$ cat src/common/hpdc_regs.svh
// register offsets, reset values and timing constants of the hub power descriptor bank
`ifndef HPDC_REGS_SVH
`define HPDC_REGS_SVH

// register indices; byte address is four times the index
`define HPDC_IDX_SELF_POWERED_MAX_POWER 12'h00C
`define HPDC_IDX_BUS_POWERED_MAX_POWER 12'h00D
`define HPDC_IDX_SELF_POWERED_CONTROLLER_CURRENT 12'h00E
`define HPDC_IDX_BUS_POWERED_CONTROLLER_CURRENT 12'h00F
`define HPDC_IDX_PORT_POWER_GOOD_DELAY 12'h010
`define HPDC_IDX_LANGUAGE_UPPER_BYTE 12'h011
`define HPDC_IDX_LANGUAGE_LOWER_BYTE 12'h012
`define HPDC_IDX_POWER_MODE_CONTROL 12'h100
`define HPDC_IDX_REPORT_STATUS 12'h101

// reset values
`define HPDC_RST_BYTE 8'h00
`define HPDC_RST_CONTROL 2'h0

// power mode control fields
`define HPDC_CTL_OVERRIDE_BIT 0
`define HPDC_CTL_FORCE_SELF_BIT 1

// report status fields
`define HPDC_STS_CURRENT_LSB 0
`define HPDC_STS_MAX_POWER_LSB 8
`define HPDC_STS_SELF_MODE_BIT 16
`define HPDC_STS_GOOD_BIT 17
`define HPDC_STS_TIMING_BIT 18

// bus responses
`define HPDC_RESP_OKAY 2'h0
`define HPDC_RESP_SLVERR 2'h2

// power-good delay step: 2 ms at a 10 MHz clock
`define HPDC_STEP_TIME_US 2000
`define HPDC_CLK_FREQ_MHZ 10
`define HPDC_STEP_CYCLES (`HPDC_STEP_TIME_US * `HPDC_CLK_FREQ_MHZ)

`endif

$ cat src/common/hpdc_pkg.sv
// types shared by the hub power descriptor bank
package hpdc_pkg;

  // power-good timer states
  typedef enum logic [1:0] {
    HPDC_PG_OFF,
    HPDC_PG_WAIT,
    HPDC_PG_GOOD
  } hpdc_pg_state_t;

  // one configuration byte
  typedef logic [7:0] hpdc_byte_t;

endpackage

$ cat src/logic/hpdc_config.sv
// hub power descriptor configuration bank with axi4-lite access and power-good timer
`timescale 1ns/10ps
`include "hpdc_regs.svh"

module hpdc_config
  import hpdc_pkg::*;
#(
  parameter int ADDR_W = 12,
  parameter int STEP_CYCLES = `HPDC_STEP_CYCLES
) (
  input wire logic clk,
  input wire logic reset_n,
  // axi4-lite write address channel
  input wire logic [ADDR_W-1:0] s_axi_awaddr,
  input wire logic [2:0] s_axi_awprot,
  input wire logic s_axi_awvalid,
  output logic s_axi_awready,
  // axi4-lite write data channel
  input wire logic [31:0] s_axi_wdata,
  input wire logic [3:0] s_axi_wstrb,
  input wire logic s_axi_wvalid,
  output logic s_axi_wready,
  // axi4-lite write response channel
  output logic [1:0] s_axi_bresp,
  output logic s_axi_bvalid,
  input wire logic s_axi_bready,
  // axi4-lite read address channel
  input wire logic [ADDR_W-1:0] s_axi_araddr,
  input wire logic [2:0] s_axi_arprot,
  input wire logic s_axi_arvalid,
  output logic s_axi_arready,
  // axi4-lite read data channel
  output logic [31:0] s_axi_rdata,
  output logic [1:0] s_axi_rresp,
  output logic s_axi_rvalid,
  input wire logic s_axi_rready,
  // powering mode strap pin, high when the hub runs self-powered
  input wire logic self_powered_pin,
  // port power sequencing from the hub core
  input wire logic port_power_start,
  input wire logic port_power_off,
  // descriptor values handed to the hub core
  output logic [7:0] reported_max_power,
  output logic [7:0] reported_controller_current,
  output logic [7:0] power_good_delay,
  output logic [15:0] language_id,
  output logic self_powered_mode,
  output logic port_power_good
);

  // configuration storage
  hpdc_byte_t self_powered_current_field;
  hpdc_byte_t bus_powered_current_field;
  hpdc_byte_t self_powered_silicon_current_field;
  hpdc_byte_t bus_powered_silicon_current_field;
  hpdc_byte_t power_on_delay_field;
  hpdc_byte_t language_upper_field;
  hpdc_byte_t language_lower_field;
  logic [1:0] power_mode_control;

  // write channel holding state
  logic aw_full;
  logic w_full;
  logic [ADDR_W-1:0] aw_addr;
  logic [31:0] w_data;
  logic [3:0] w_strb;
  logic do_write;
  logic [ADDR_W-3:0] wr_index;
  logic [ADDR_W-3:0] rd_index;

  // mode pin synchroniser
  logic mode_sync1;
  logic mode_sync2;
  logic mode_sync3;
  logic pin_self_mode;
  logic next_self_mode;

  // power-good timer
  hpdc_pg_state_t pg_state;
  logic [7:0] steps_left;
  logic [$clog2(STEP_CYCLES+1)-1:0] step_count;
  logic step_tick;

  // read multiplexer
  logic [31:0] next_rdata;
  logic next_rresp_err;

  assign do_write = aw_full && w_full && !s_axi_bvalid;
  assign wr_index = aw_addr[ADDR_W-1:2];
  assign rd_index = s_axi_araddr[ADDR_W-1:2];

  // write address channel: accept one address, hold it until the write completes
  always_ff @(posedge clk or negedge reset_n) begin
    if (!reset_n) begin
      s_axi_awready <= 1'b0;
      aw_full <= 1'b0;
      aw_addr <= '0;
    end else if (s_axi_awvalid && s_axi_awready) begin
      s_axi_awready <= 1'b0;
      aw_full <= 1'b1;
      aw_addr <= s_axi_awaddr;
    end else if (do_write) begin
      aw_full <= 1'b0;
    end else if (!aw_full && !s_axi_bvalid) begin
      s_axi_awready <= 1'b1;
    end
  end

  // write data channel: accept one data beat, independent of the address order
  always_ff @(posedge clk or negedge reset_n) begin
    if (!reset_n) begin
      s_axi_wready <= 1'b0;
      w_full <= 1'b0;
      w_data <= 32'h0000_0000;
      w_strb <= 4'h0;
    end else if (s_axi_wvalid && s_axi_wready) begin
      s_axi_wready <= 1'b0;
      w_full <= 1'b1;
      w_data <= s_axi_wdata;
      w_strb <= s_axi_wstrb;
    end else if (do_write) begin
      w_full <= 1'b0;
    end else if (!w_full && !s_axi_bvalid) begin
      s_axi_wready <= 1'b1;
    end
  end

  // write response: answers once both halves are in, error for unmapped words
  always_ff @(posedge clk or negedge reset_n) begin
    if (!reset_n) begin
      s_axi_bvalid <= 1'b0;
      s_axi_bresp <= `HPDC_RESP_OKAY;
    end else if (do_write) begin
      s_axi_bvalid <= 1'b1;
      if (wr_index == (ADDR_W-2)'(`HPDC_IDX_SELF_POWERED_MAX_POWER) ||
          wr_index == (ADDR_W-2)'(`HPDC_IDX_BUS_POWERED_MAX_POWER) ||
          wr_index == (ADDR_W-2)'(`HPDC_IDX_SELF_POWERED_CONTROLLER_CURRENT) ||
          wr_index == (ADDR_W-2)'(`HPDC_IDX_BUS_POWERED_CONTROLLER_CURRENT) ||
          wr_index == (ADDR_W-2)'(`HPDC_IDX_PORT_POWER_GOOD_DELAY) ||
          wr_index == (ADDR_W-2)'(`HPDC_IDX_LANGUAGE_UPPER_BYTE) ||
          wr_index == (ADDR_W-2)'(`HPDC_IDX_LANGUAGE_LOWER_BYTE) ||
          wr_index == (ADDR_W-2)'(`HPDC_IDX_POWER_MODE_CONTROL) ||
          wr_index == (ADDR_W-2)'(`HPDC_IDX_REPORT_STATUS)) begin
        s_axi_bresp <= `HPDC_RESP_OKAY;
      end else begin
        s_axi_bresp <= `HPDC_RESP_SLVERR;
      end
    end else if (s_axi_bvalid && s_axi_bready) begin
      s_axi_bvalid <= 1'b0;
      s_axi_bresp <= `HPDC_RESP_OKAY;
    end
  end

  // current figures, stored in 2 ma units; limits are left to software
  always_ff @(posedge clk or negedge reset_n) begin
    if (!reset_n) begin
      self_powered_current_field <= `HPDC_RST_BYTE;
      bus_powered_current_field <= `HPDC_RST_BYTE;
      self_powered_silicon_current_field <= `HPDC_RST_BYTE;
      bus_powered_silicon_current_field <= `HPDC_RST_BYTE;
    end else if (do_write && w_strb[0]) begin
      if (wr_index == (ADDR_W-2)'(`HPDC_IDX_SELF_POWERED_MAX_POWER)) begin
        self_powered_current_field <= w_data[7:0];
      end else if (wr_index == (ADDR_W-2)'(`HPDC_IDX_BUS_POWERED_MAX_POWER)) begin
        bus_powered_current_field <= w_data[7:0];
      end else if (wr_index == (ADDR_W-2)'(`HPDC_IDX_SELF_POWERED_CONTROLLER_CURRENT)) begin
        self_powered_silicon_current_field <= w_data[7:0];
      end else if (wr_index == (ADDR_W-2)'(`HPDC_IDX_BUS_POWERED_CONTROLLER_CURRENT)) begin
        bus_powered_silicon_current_field <= w_data[7:0];
      end
    end
  end

  // delay, language identifier and mode control bytes
  always_ff @(posedge clk or negedge reset_n) begin
    if (!reset_n) begin
      power_on_delay_field <= `HPDC_RST_BYTE;
      language_upper_field <= `HPDC_RST_BYTE;
      language_lower_field <= `HPDC_RST_BYTE;
      power_mode_control <= `HPDC_RST_CONTROL;
    end else if (do_write && w_strb[0]) begin
      if (wr_index == (ADDR_W-2)'(`HPDC_IDX_PORT_POWER_GOOD_DELAY)) begin
        power_on_delay_field <= w_data[7:0];
      end else if (wr_index == (ADDR_W-2)'(`HPDC_IDX_LANGUAGE_UPPER_BYTE)) begin
        language_upper_field <= w_data[7:0];
      end else if (wr_index == (ADDR_W-2)'(`HPDC_IDX_LANGUAGE_LOWER_BYTE)) begin
        language_lower_field <= w_data[7:0];
      end else if (wr_index == (ADDR_W-2)'(`HPDC_IDX_POWER_MODE_CONTROL)) begin
        power_mode_control <= w_data[1:0];
      end
    end
  end

  // read data selection by register index
  always_comb begin
    next_rdata = 32'h0000_0000;
    next_rresp_err = 1'b0;
    if (rd_index == (ADDR_W-2)'(`HPDC_IDX_SELF_POWERED_MAX_POWER)) begin
      next_rdata[7:0] = self_powered_current_field;
    end else if (rd_index == (ADDR_W-2)'(`HPDC_IDX_BUS_POWERED_MAX_POWER)) begin
      next_rdata[7:0] = bus_powered_current_field;
    end else if (rd_index == (ADDR_W-2)'(`HPDC_IDX_SELF_POWERED_CONTROLLER_CURRENT)) begin
      next_rdata[7:0] = self_powered_silicon_current_field;
    end else if (rd_index == (ADDR_W-2)'(`HPDC_IDX_BUS_POWERED_CONTROLLER_CURRENT)) begin
      next_rdata[7:0] = bus_powered_silicon_current_field;
    end else if (rd_index == (ADDR_W-2)'(`HPDC_IDX_PORT_POWER_GOOD_DELAY)) begin
      next_rdata[7:0] = power_on_delay_field;
    end else if (rd_index == (ADDR_W-2)'(`HPDC_IDX_LANGUAGE_UPPER_BYTE)) begin
      next_rdata[7:0] = language_upper_field;
    end else if (rd_index == (ADDR_W-2)'(`HPDC_IDX_LANGUAGE_LOWER_BYTE)) begin
      next_rdata[7:0] = language_lower_field;
    end else if (rd_index == (ADDR_W-2)'(`HPDC_IDX_POWER_MODE_CONTROL)) begin
      next_rdata[1:0] = power_mode_control;
    end else if (rd_index == (ADDR_W-2)'(`HPDC_IDX_REPORT_STATUS)) begin
      next_rdata[`HPDC_STS_CURRENT_LSB +: 8] = reported_controller_current;
      next_rdata[`HPDC_STS_MAX_POWER_LSB +: 8] = reported_max_power;
      next_rdata[`HPDC_STS_SELF_MODE_BIT] = self_powered_mode;
      next_rdata[`HPDC_STS_GOOD_BIT] = port_power_good;
      next_rdata[`HPDC_STS_TIMING_BIT] = (pg_state == HPDC_PG_WAIT);
    end else begin
      next_rresp_err = 1'b1;
    end
  end

  // read channel: one read at a time, data registered one cycle after the address
  always_ff @(posedge clk or negedge reset_n) begin
    if (!reset_n) begin
      s_axi_arready <= 1'b0;
      s_axi_rvalid <= 1'b0;
      s_axi_rdata <= 32'h0000_0000;
      s_axi_rresp <= `HPDC_RESP_OKAY;
    end else if (s_axi_arvalid && s_axi_arready) begin
      s_axi_arready <= 1'b0;
      s_axi_rvalid <= 1'b1;
      s_axi_rdata <= next_rdata;
      s_axi_rresp <= next_rresp_err ? `HPDC_RESP_SLVERR : `HPDC_RESP_OKAY;
    end else if (s_axi_rvalid && s_axi_rready) begin
      s_axi_rvalid <= 1'b0;
      s_axi_rdata <= 32'h0000_0000;
      s_axi_rresp <= `HPDC_RESP_OKAY;
    end else if (!s_axi_rvalid) begin
      s_axi_arready <= 1'b1;
    end
  end

  // three-stage synchroniser on the powering mode pin
  always_ff @(posedge clk or negedge reset_n) begin
    if (!reset_n) begin
      mode_sync1 <= 1'b0;
      mode_sync2 <= 1'b0;
      mode_sync3 <= 1'b0;
    end else begin
      mode_sync1 <= self_powered_pin;
      mode_sync2 <= mode_sync1;
      mode_sync3 <= mode_sync2;
    end
  end

  // pin level is taken only once the last two stages agree
  always_ff @(posedge clk or negedge reset_n) begin
    if (!reset_n) begin
      pin_self_mode <= 1'b0;
    end else if (mode_sync2 == mode_sync3) begin
      pin_self_mode <= mode_sync3;
    end
  end

  // software override of the powering mode, otherwise the pin decides
  always_comb begin
    if (power_mode_control[`HPDC_CTL_OVERRIDE_BIT]) begin
      next_self_mode = power_mode_control[`HPDC_CTL_FORCE_SELF_BIT];
    end else begin
      next_self_mode = pin_self_mode;
    end
  end

  // descriptor values for the hub core, chosen by powering mode
  always_ff @(posedge clk or negedge reset_n) begin
    if (!reset_n) begin
      self_powered_mode <= 1'b0;
      reported_max_power <= `HPDC_RST_BYTE;
      reported_controller_current <= `HPDC_RST_BYTE;
    end else begin
      self_powered_mode <= next_self_mode;
      if (next_self_mode) begin
        reported_max_power <= self_powered_current_field;
        reported_controller_current <= self_powered_silicon_current_field;
      end else begin
        reported_max_power <= bus_powered_current_field;
        reported_controller_current <= bus_powered_silicon_current_field;
      end
    end
  end

  // delay and language identifier handed on as stored
  always_ff @(posedge clk or negedge reset_n) begin
    if (!reset_n) begin
      power_good_delay <= `HPDC_RST_BYTE;
      language_id <= 16'h0000;
    end else begin
      power_good_delay <= power_on_delay_field;
      language_id <= {language_upper_field, language_lower_field};
    end
  end

  // 2 ms step divider, restarted with every power-on sequence
  always_ff @(posedge clk or negedge reset_n) begin
    if (!reset_n) begin
      step_count <= '0;
      step_tick <= 1'b0;
    end else if (port_power_start || pg_state != HPDC_PG_WAIT) begin
      step_count <= '0;
      step_tick <= 1'b0;
    end else if (step_count == ($clog2(STEP_CYCLES+1))'(STEP_CYCLES - 1)) begin
      step_count <= '0;
      step_tick <= 1'b1;
    end else begin
      step_count <= step_count + 1'b1;
      step_tick <= 1'b0;
    end
  end

  // power-good timer: counts the programmed number of 2 ms steps
  always_ff @(posedge clk or negedge reset_n) begin
    if (!reset_n) begin
      pg_state <= HPDC_PG_OFF;
      steps_left <= 8'h00;
      port_power_good <= 1'b0;
    end else if (port_power_off) begin
      pg_state <= HPDC_PG_OFF;
      steps_left <= 8'h00;
      port_power_good <= 1'b0;
    end else if (port_power_start) begin
      port_power_good <= 1'b0;
      steps_left <= power_on_delay_field;
      if (power_on_delay_field == 8'h00) begin
        pg_state <= HPDC_PG_GOOD;
        port_power_good <= 1'b1;
      end else begin
        pg_state <= HPDC_PG_WAIT;
      end
    end else begin
      case (pg_state)
        HPDC_PG_OFF: begin
          port_power_good <= 1'b0;
        end
        HPDC_PG_WAIT: begin
          if (step_tick) begin
            if (steps_left == 8'h01) begin
              pg_state <= HPDC_PG_GOOD;
              port_power_good <= 1'b1;
              steps_left <= 8'h00;
            end else begin
              steps_left <= steps_left - 8'h01;
            end
          end
        end
        HPDC_PG_GOOD: begin
          port_power_good <= 1'b1;
        end
        default: begin
          pg_state <= HPDC_PG_OFF;
          port_power_good <= 1'b0;
        end
      endcase
    end
  end

endmodule

$ cat config.mk
export PLATFORM = sky130hd
export DESIGN_NAME = hpdc_config
export DESIGN_NICKNAME = d
export VERILOG_FILES = /design/src/common/hpdc_pkg.sv /design/src/logic/hpdc_config.sv
export VERILOG_INCLUDE_DIRS = /design/src /design/src/common
export SDC_FILE = /design/constraint.sdc
export NUM_CORES = 1
export LEC_CHECK = 0
export BUFFER_PORTS_ARGS = -buffer_cell sky130_fd_sc_hd__buf_2
export CAP_MARGIN = 20
export CORE_UTILIZATION = 43
export CTS_CLUSTER_DIAMETER = 40
export DETAILED_ROUTE_END_ITERATION = 8
export MAX_ROUTING_LAYER = met4
export SLEW_MARGIN = 30
export SYNTH_ARGS = -nofsm -noshare
export SYNTH_HDL_FRONTEND = slang
export SYNTH_SLANG_ARGS = --single-unit
export TNS_END_PERCENT = 1
$ cat constraint.sdc
create_clock -name clk -period 3.1 [get_ports clk]
set_input_delay 0.155 -clock clk [delete_from_list [all_inputs] [get_ports clk]]
set_output_delay 0.155 -clock clk [all_outputs]
set_load 0.02 [all_outputs]
==> results.md <==
Die:
- The die height is 138 um.
- The core region is 18,000 sq um.
- The full die area is 18,900 sq um.
- The die boundary width is 138 um.
- The row count is 49.
- The initial cell density of the core is 43.9%.
- In this run the count of I/O pins placed on the die edge is 159.

Clocking:
- Clock-pin slew was measured on the worst setup and hold paths at 0.07 ns.
- For the worst-skew pair, the clock arrives at the later sink with an insertion delay of 0.43 ns.
- The post-cts hold buffer count is 23.
- The number of sinks on the clock net is 177.
- The quantity of gates resized following cts is 0.
- TritonCTS built the clock tree.
- In this run the deepest clock path goes through 2 buffers.
- Post-CTS timing repair inserted 0 buffers for setup.
- Buffers inserted during clock tree synthesis total 17.
- The buffer cell driving the clock tree root is sky130_fd_sc_hd__clkbuf_16.
- The depth of the CTS H-tree is 4.

Status:
- The flow ran to the end, and the final reports show no timing, DRC or antenna violations.

STA:
- At the pin with the least slew margin, the transition time is 0.836 ns.
- Setup violations remaining at the end of the flow were counted as 0.
- The max-slew violation count is 0.
- The share of the clock period used by the worst path is 73.9%.
- Setup repair after global routing left no endpoint under its margin.
- Headroom to the max-slew limit came out at 44.0%.
- The upper clock frequency limit is 0.437 GHz.
- The setup TNS is 0 ns.
- The number of hold violations in the final report is 0.
- The routed design could run at a clock period as short as 2.29 ns.
- The clock tree skew after final layout is 0.00706 ns.

Drt:
- For this run, design rule violations remaining after detail routing come to 0.
- The DRC violation total after the first TritonRoute iteration is 339.
- The number of vias per cell is 5.40.
- The post-route antenna net violation count is 0.
- After detailed routing, the average wire length per cell comes to 18.2 um.
- The number of vias in the routed layout is 5,510.
- Wires add up to 18.6 mm.
- The number of iterations in the first detailed-routing pass is 4.

Power and ir drop:
- The reported leakage power is 0.00465 uW.
- VDD sags by at most 0.000427 V.
- The power per unit of standard cell area is 624 nW/um^2.

Critical path:
- The worst setup path is of the reg2reg kind.
- The critical path endpoint category is a flip-flop.
- The required time of the critical path is 3.41 ns.
- The worst setup path is launched from a flip-flop.
- At the worst endpoint, the arrival time is 2.60 ns.
- The top fanout value on the critical path is 8.

Cells and area:
- The post-route netlist has 32.6% of its cells at a drive strength greater than 1.
- The area growth from synthesis to final layout is 18.7%.
- After filler insertion, the fill cell instance count of the layout stands at 1,610.
- After routing the design area is 9390 sq um.
- The antenna diode instance count is 0.
- The net count of the finished layout is 859.

Global route:
- The first global-routing pass estimated 29.2 mm of wire.
- The initial antenna violation count was 0.
- The via count of the first global-routing pass is 5,392.
- Entering global routing, the biggest net connects 77 pins.
- The total overflow left after global routing is 0.
- The overall fraction of global-route tracks in use is 21.5%.

Synthesis:
- Yosys instantiated no cell more often than sky130_fd_sc_hd__dfrtp_1.
- Dividing the synthesized area by the synthesized cell count gives 12.1 sq um.
- The biggest area contributor in the post-synthesis netlist is sky130_fd_sc_hd__dfrtp_1.
- The share of the synthesized area in the top cell type is 56.0%.
- The Yosys step of the flow raised 0 warnings.
- In the post-synthesis netlist, the biggest area contributors are sky130_fd_sc_hd__dfrtp_1 (56%), sky130_fd_sc_hd__mux2_2 (13%), sky130_fd_sc_hd__nand2_1 (2.5%).
- The number of instances in the synthesized netlist is 652.
- The cell area that synthesis handed to floorplanning was 7910 sq um.
- The proportion of synthesized flip-flops having asynchronous set or reset is 100%.
- The number of enable-type register cells in the synthesized netlist is 0.
- For this run, the leading register cell type out of synthesis is sky130_fd_sc_hd__dfrtp_1.
- Counting flops and latches in the post-synthesis netlist gives 177.
- The netlist uses 75 different library cells.
- The portion of the post-synthesis area used by sequential elements is 56.0%.
- Counting instances in the post-synthesis netlist gives the leading cell types as sky130_fd_sc_hd__dfrtp_1 (177), sky130_fd_sc_hd__mux2_2 (92), sky130_fd_sc_hd__nand2_1 (52), sky130_fd_sc_hd__nor2_1 (40), sky130_fd_sc_hd__a21oi_1 (24).

Placement:
- The final HPWL from detailed placement is 13.2 mm.
- The quantity of I/O buffers inserted on ports is 106.
- The placed instances occupy a cell area of 8570 sq um.
- The final RePlAce weighted congestion is 0.855.

Flow run:
- The max-capacitance violation count is 0.

Worst hold path:
- The path class of the tightest hold or removal check is in2reg.
## layout make-up
cell class / count / area [sq um] / area share [%]
Inverter: 15 / 56.3 / 0.600
Clock buffer: 19 / 453 / 4.82
Sequential cell: 177 / 4430 / 47.2
Clock inverter: 13 / 136 / 1.45
Tap cell: 229 / 287 / 3.05
Multi-Input combinational cell: 432 / 3200 / 34.1
Timing Repair Buffer: 136 / 830 / 8.83
## final timing paths
kind | to | cells after the start | slack [ns] | from
worst max-delay path | language_upper_field[4] | 5 | 0.81 | aw_addr[7]
worst min-delay path | steps_left[0] | 2 | 0.07 | port_power_off
worst max register to register | language_upper_field[4] | 5 | 0.81 | aw_addr[7]
worst min register to register | mode_sync2 | 0 | 0.35 | mode_sync1
max in group asynchronous | self_powered_current_field[3] | 3 | 1.86 | reset_n
min in group asynchronous | s_axi_rdata[8] | 2 | 0.31 | reset_n
## layout by cell type (no fill, tap or decap), drive strengths merged, types with 13 or more instances in the layout
| cell type | count |
|---|---|
| mux2 | 92 |
| dfrtp | 177 |
| nand2 | 53 |
| buf | 113 |
| nor3 | 14 |
| inv | 16 |
| a22o | 13 |
| o21ai | 21 |
| clkbuf | 19 |
| dlygate4sd3 | 23 |
| conb | 15 |
| a21oi | 24 |
| nor2 | 41 |
## where the power goes
part / switching, uW / internal [uW]
logic: 446 / 388
clock network: 913 / 1230
registers: 344 / 2540
## cell families (layout without fill, tap and decap cells)
| group | count (synthesis) | count (layout) | share of synthesized area [%] |
|---|---|---|---|
| buffers and inverters | 57 | 183 | 4.29 |
| AND/OR/NAND/NOR | 174 | 174 | 12.1 |
| adder cells (fa/ha/maj) | 5 | 5 | 0.759 |
| other | 1 | 15 | 0.0474 |
| AO/OA/AOI/OAI | 120 | 120 | 10.7 |
| flip-flops | 177 | 177 | 56.0 |
| multiplexers | 104 | 104 | 14.6 |
| XOR/XNOR | 14 | 14 | 1.55 |
## metrics by stage
step / hold slack, ns / power [uW] / worst slack (ns) / std cells / utilization [%]
2_1_floorplan: -0.141 / 3390 / 1.11 / 666 / -
3_3_place_gp: 0.222 / 3680 / 0.870 / 965 / 47.5
3_5_place_dp: 0.239 / 3740 / 0.831 / 965 / 47.5
4_1_cts: 0.0477 / 5910 / 0.808 / 1020 / 52.1
5_1_grt: 0.0697 / 6150 / 0.668 / 1021 / 52.1
6_report: 0.0711 / 5860 / 0.810 / 1021 / 52.1
## flip-flops by register name, indices dropped and copies added (netlist names), 8 cells and up
name,count
step_count,15
reported_controller_current,8
power_good_delay,8
s_axi_rdata,19
language_lower_field,8
bus_powered_silicon_current_field,8
w_data,8
aw_addr,10
steps_left,8
language_upper_field,8
self_powered_current_field,8
self_powered_silicon_current_field,8
bus_powered_current_field,8
power_on_delay_field,8
language_id,16
reported_max_power,8
## critical path, stage by stage, from the launching register on
cell,delay [ns]
sky130_fd_sc_hd__dfrtp_1,0.38
sky130_fd_sc_hd__nor4_1,0.36
sky130_fd_sc_hd__and4b_1,0.27
sky130_fd_sc_hd__and3b_1,0.23
sky130_fd_sc_hd__and3b_1,0.53
sky130_fd_sc_hd__mux2_2,0.40
## routing by layer
layer  share of wire [%]  GRT usage (%)  up-vias
li1                    -              -     2584
met1                  45           27.5     2762
met2                  49           33.8      147
met3                 4.5           4.78       17
met4                 1.2           6.65        0
met5                   0              -        -
(Power assumes the default switching activity.)
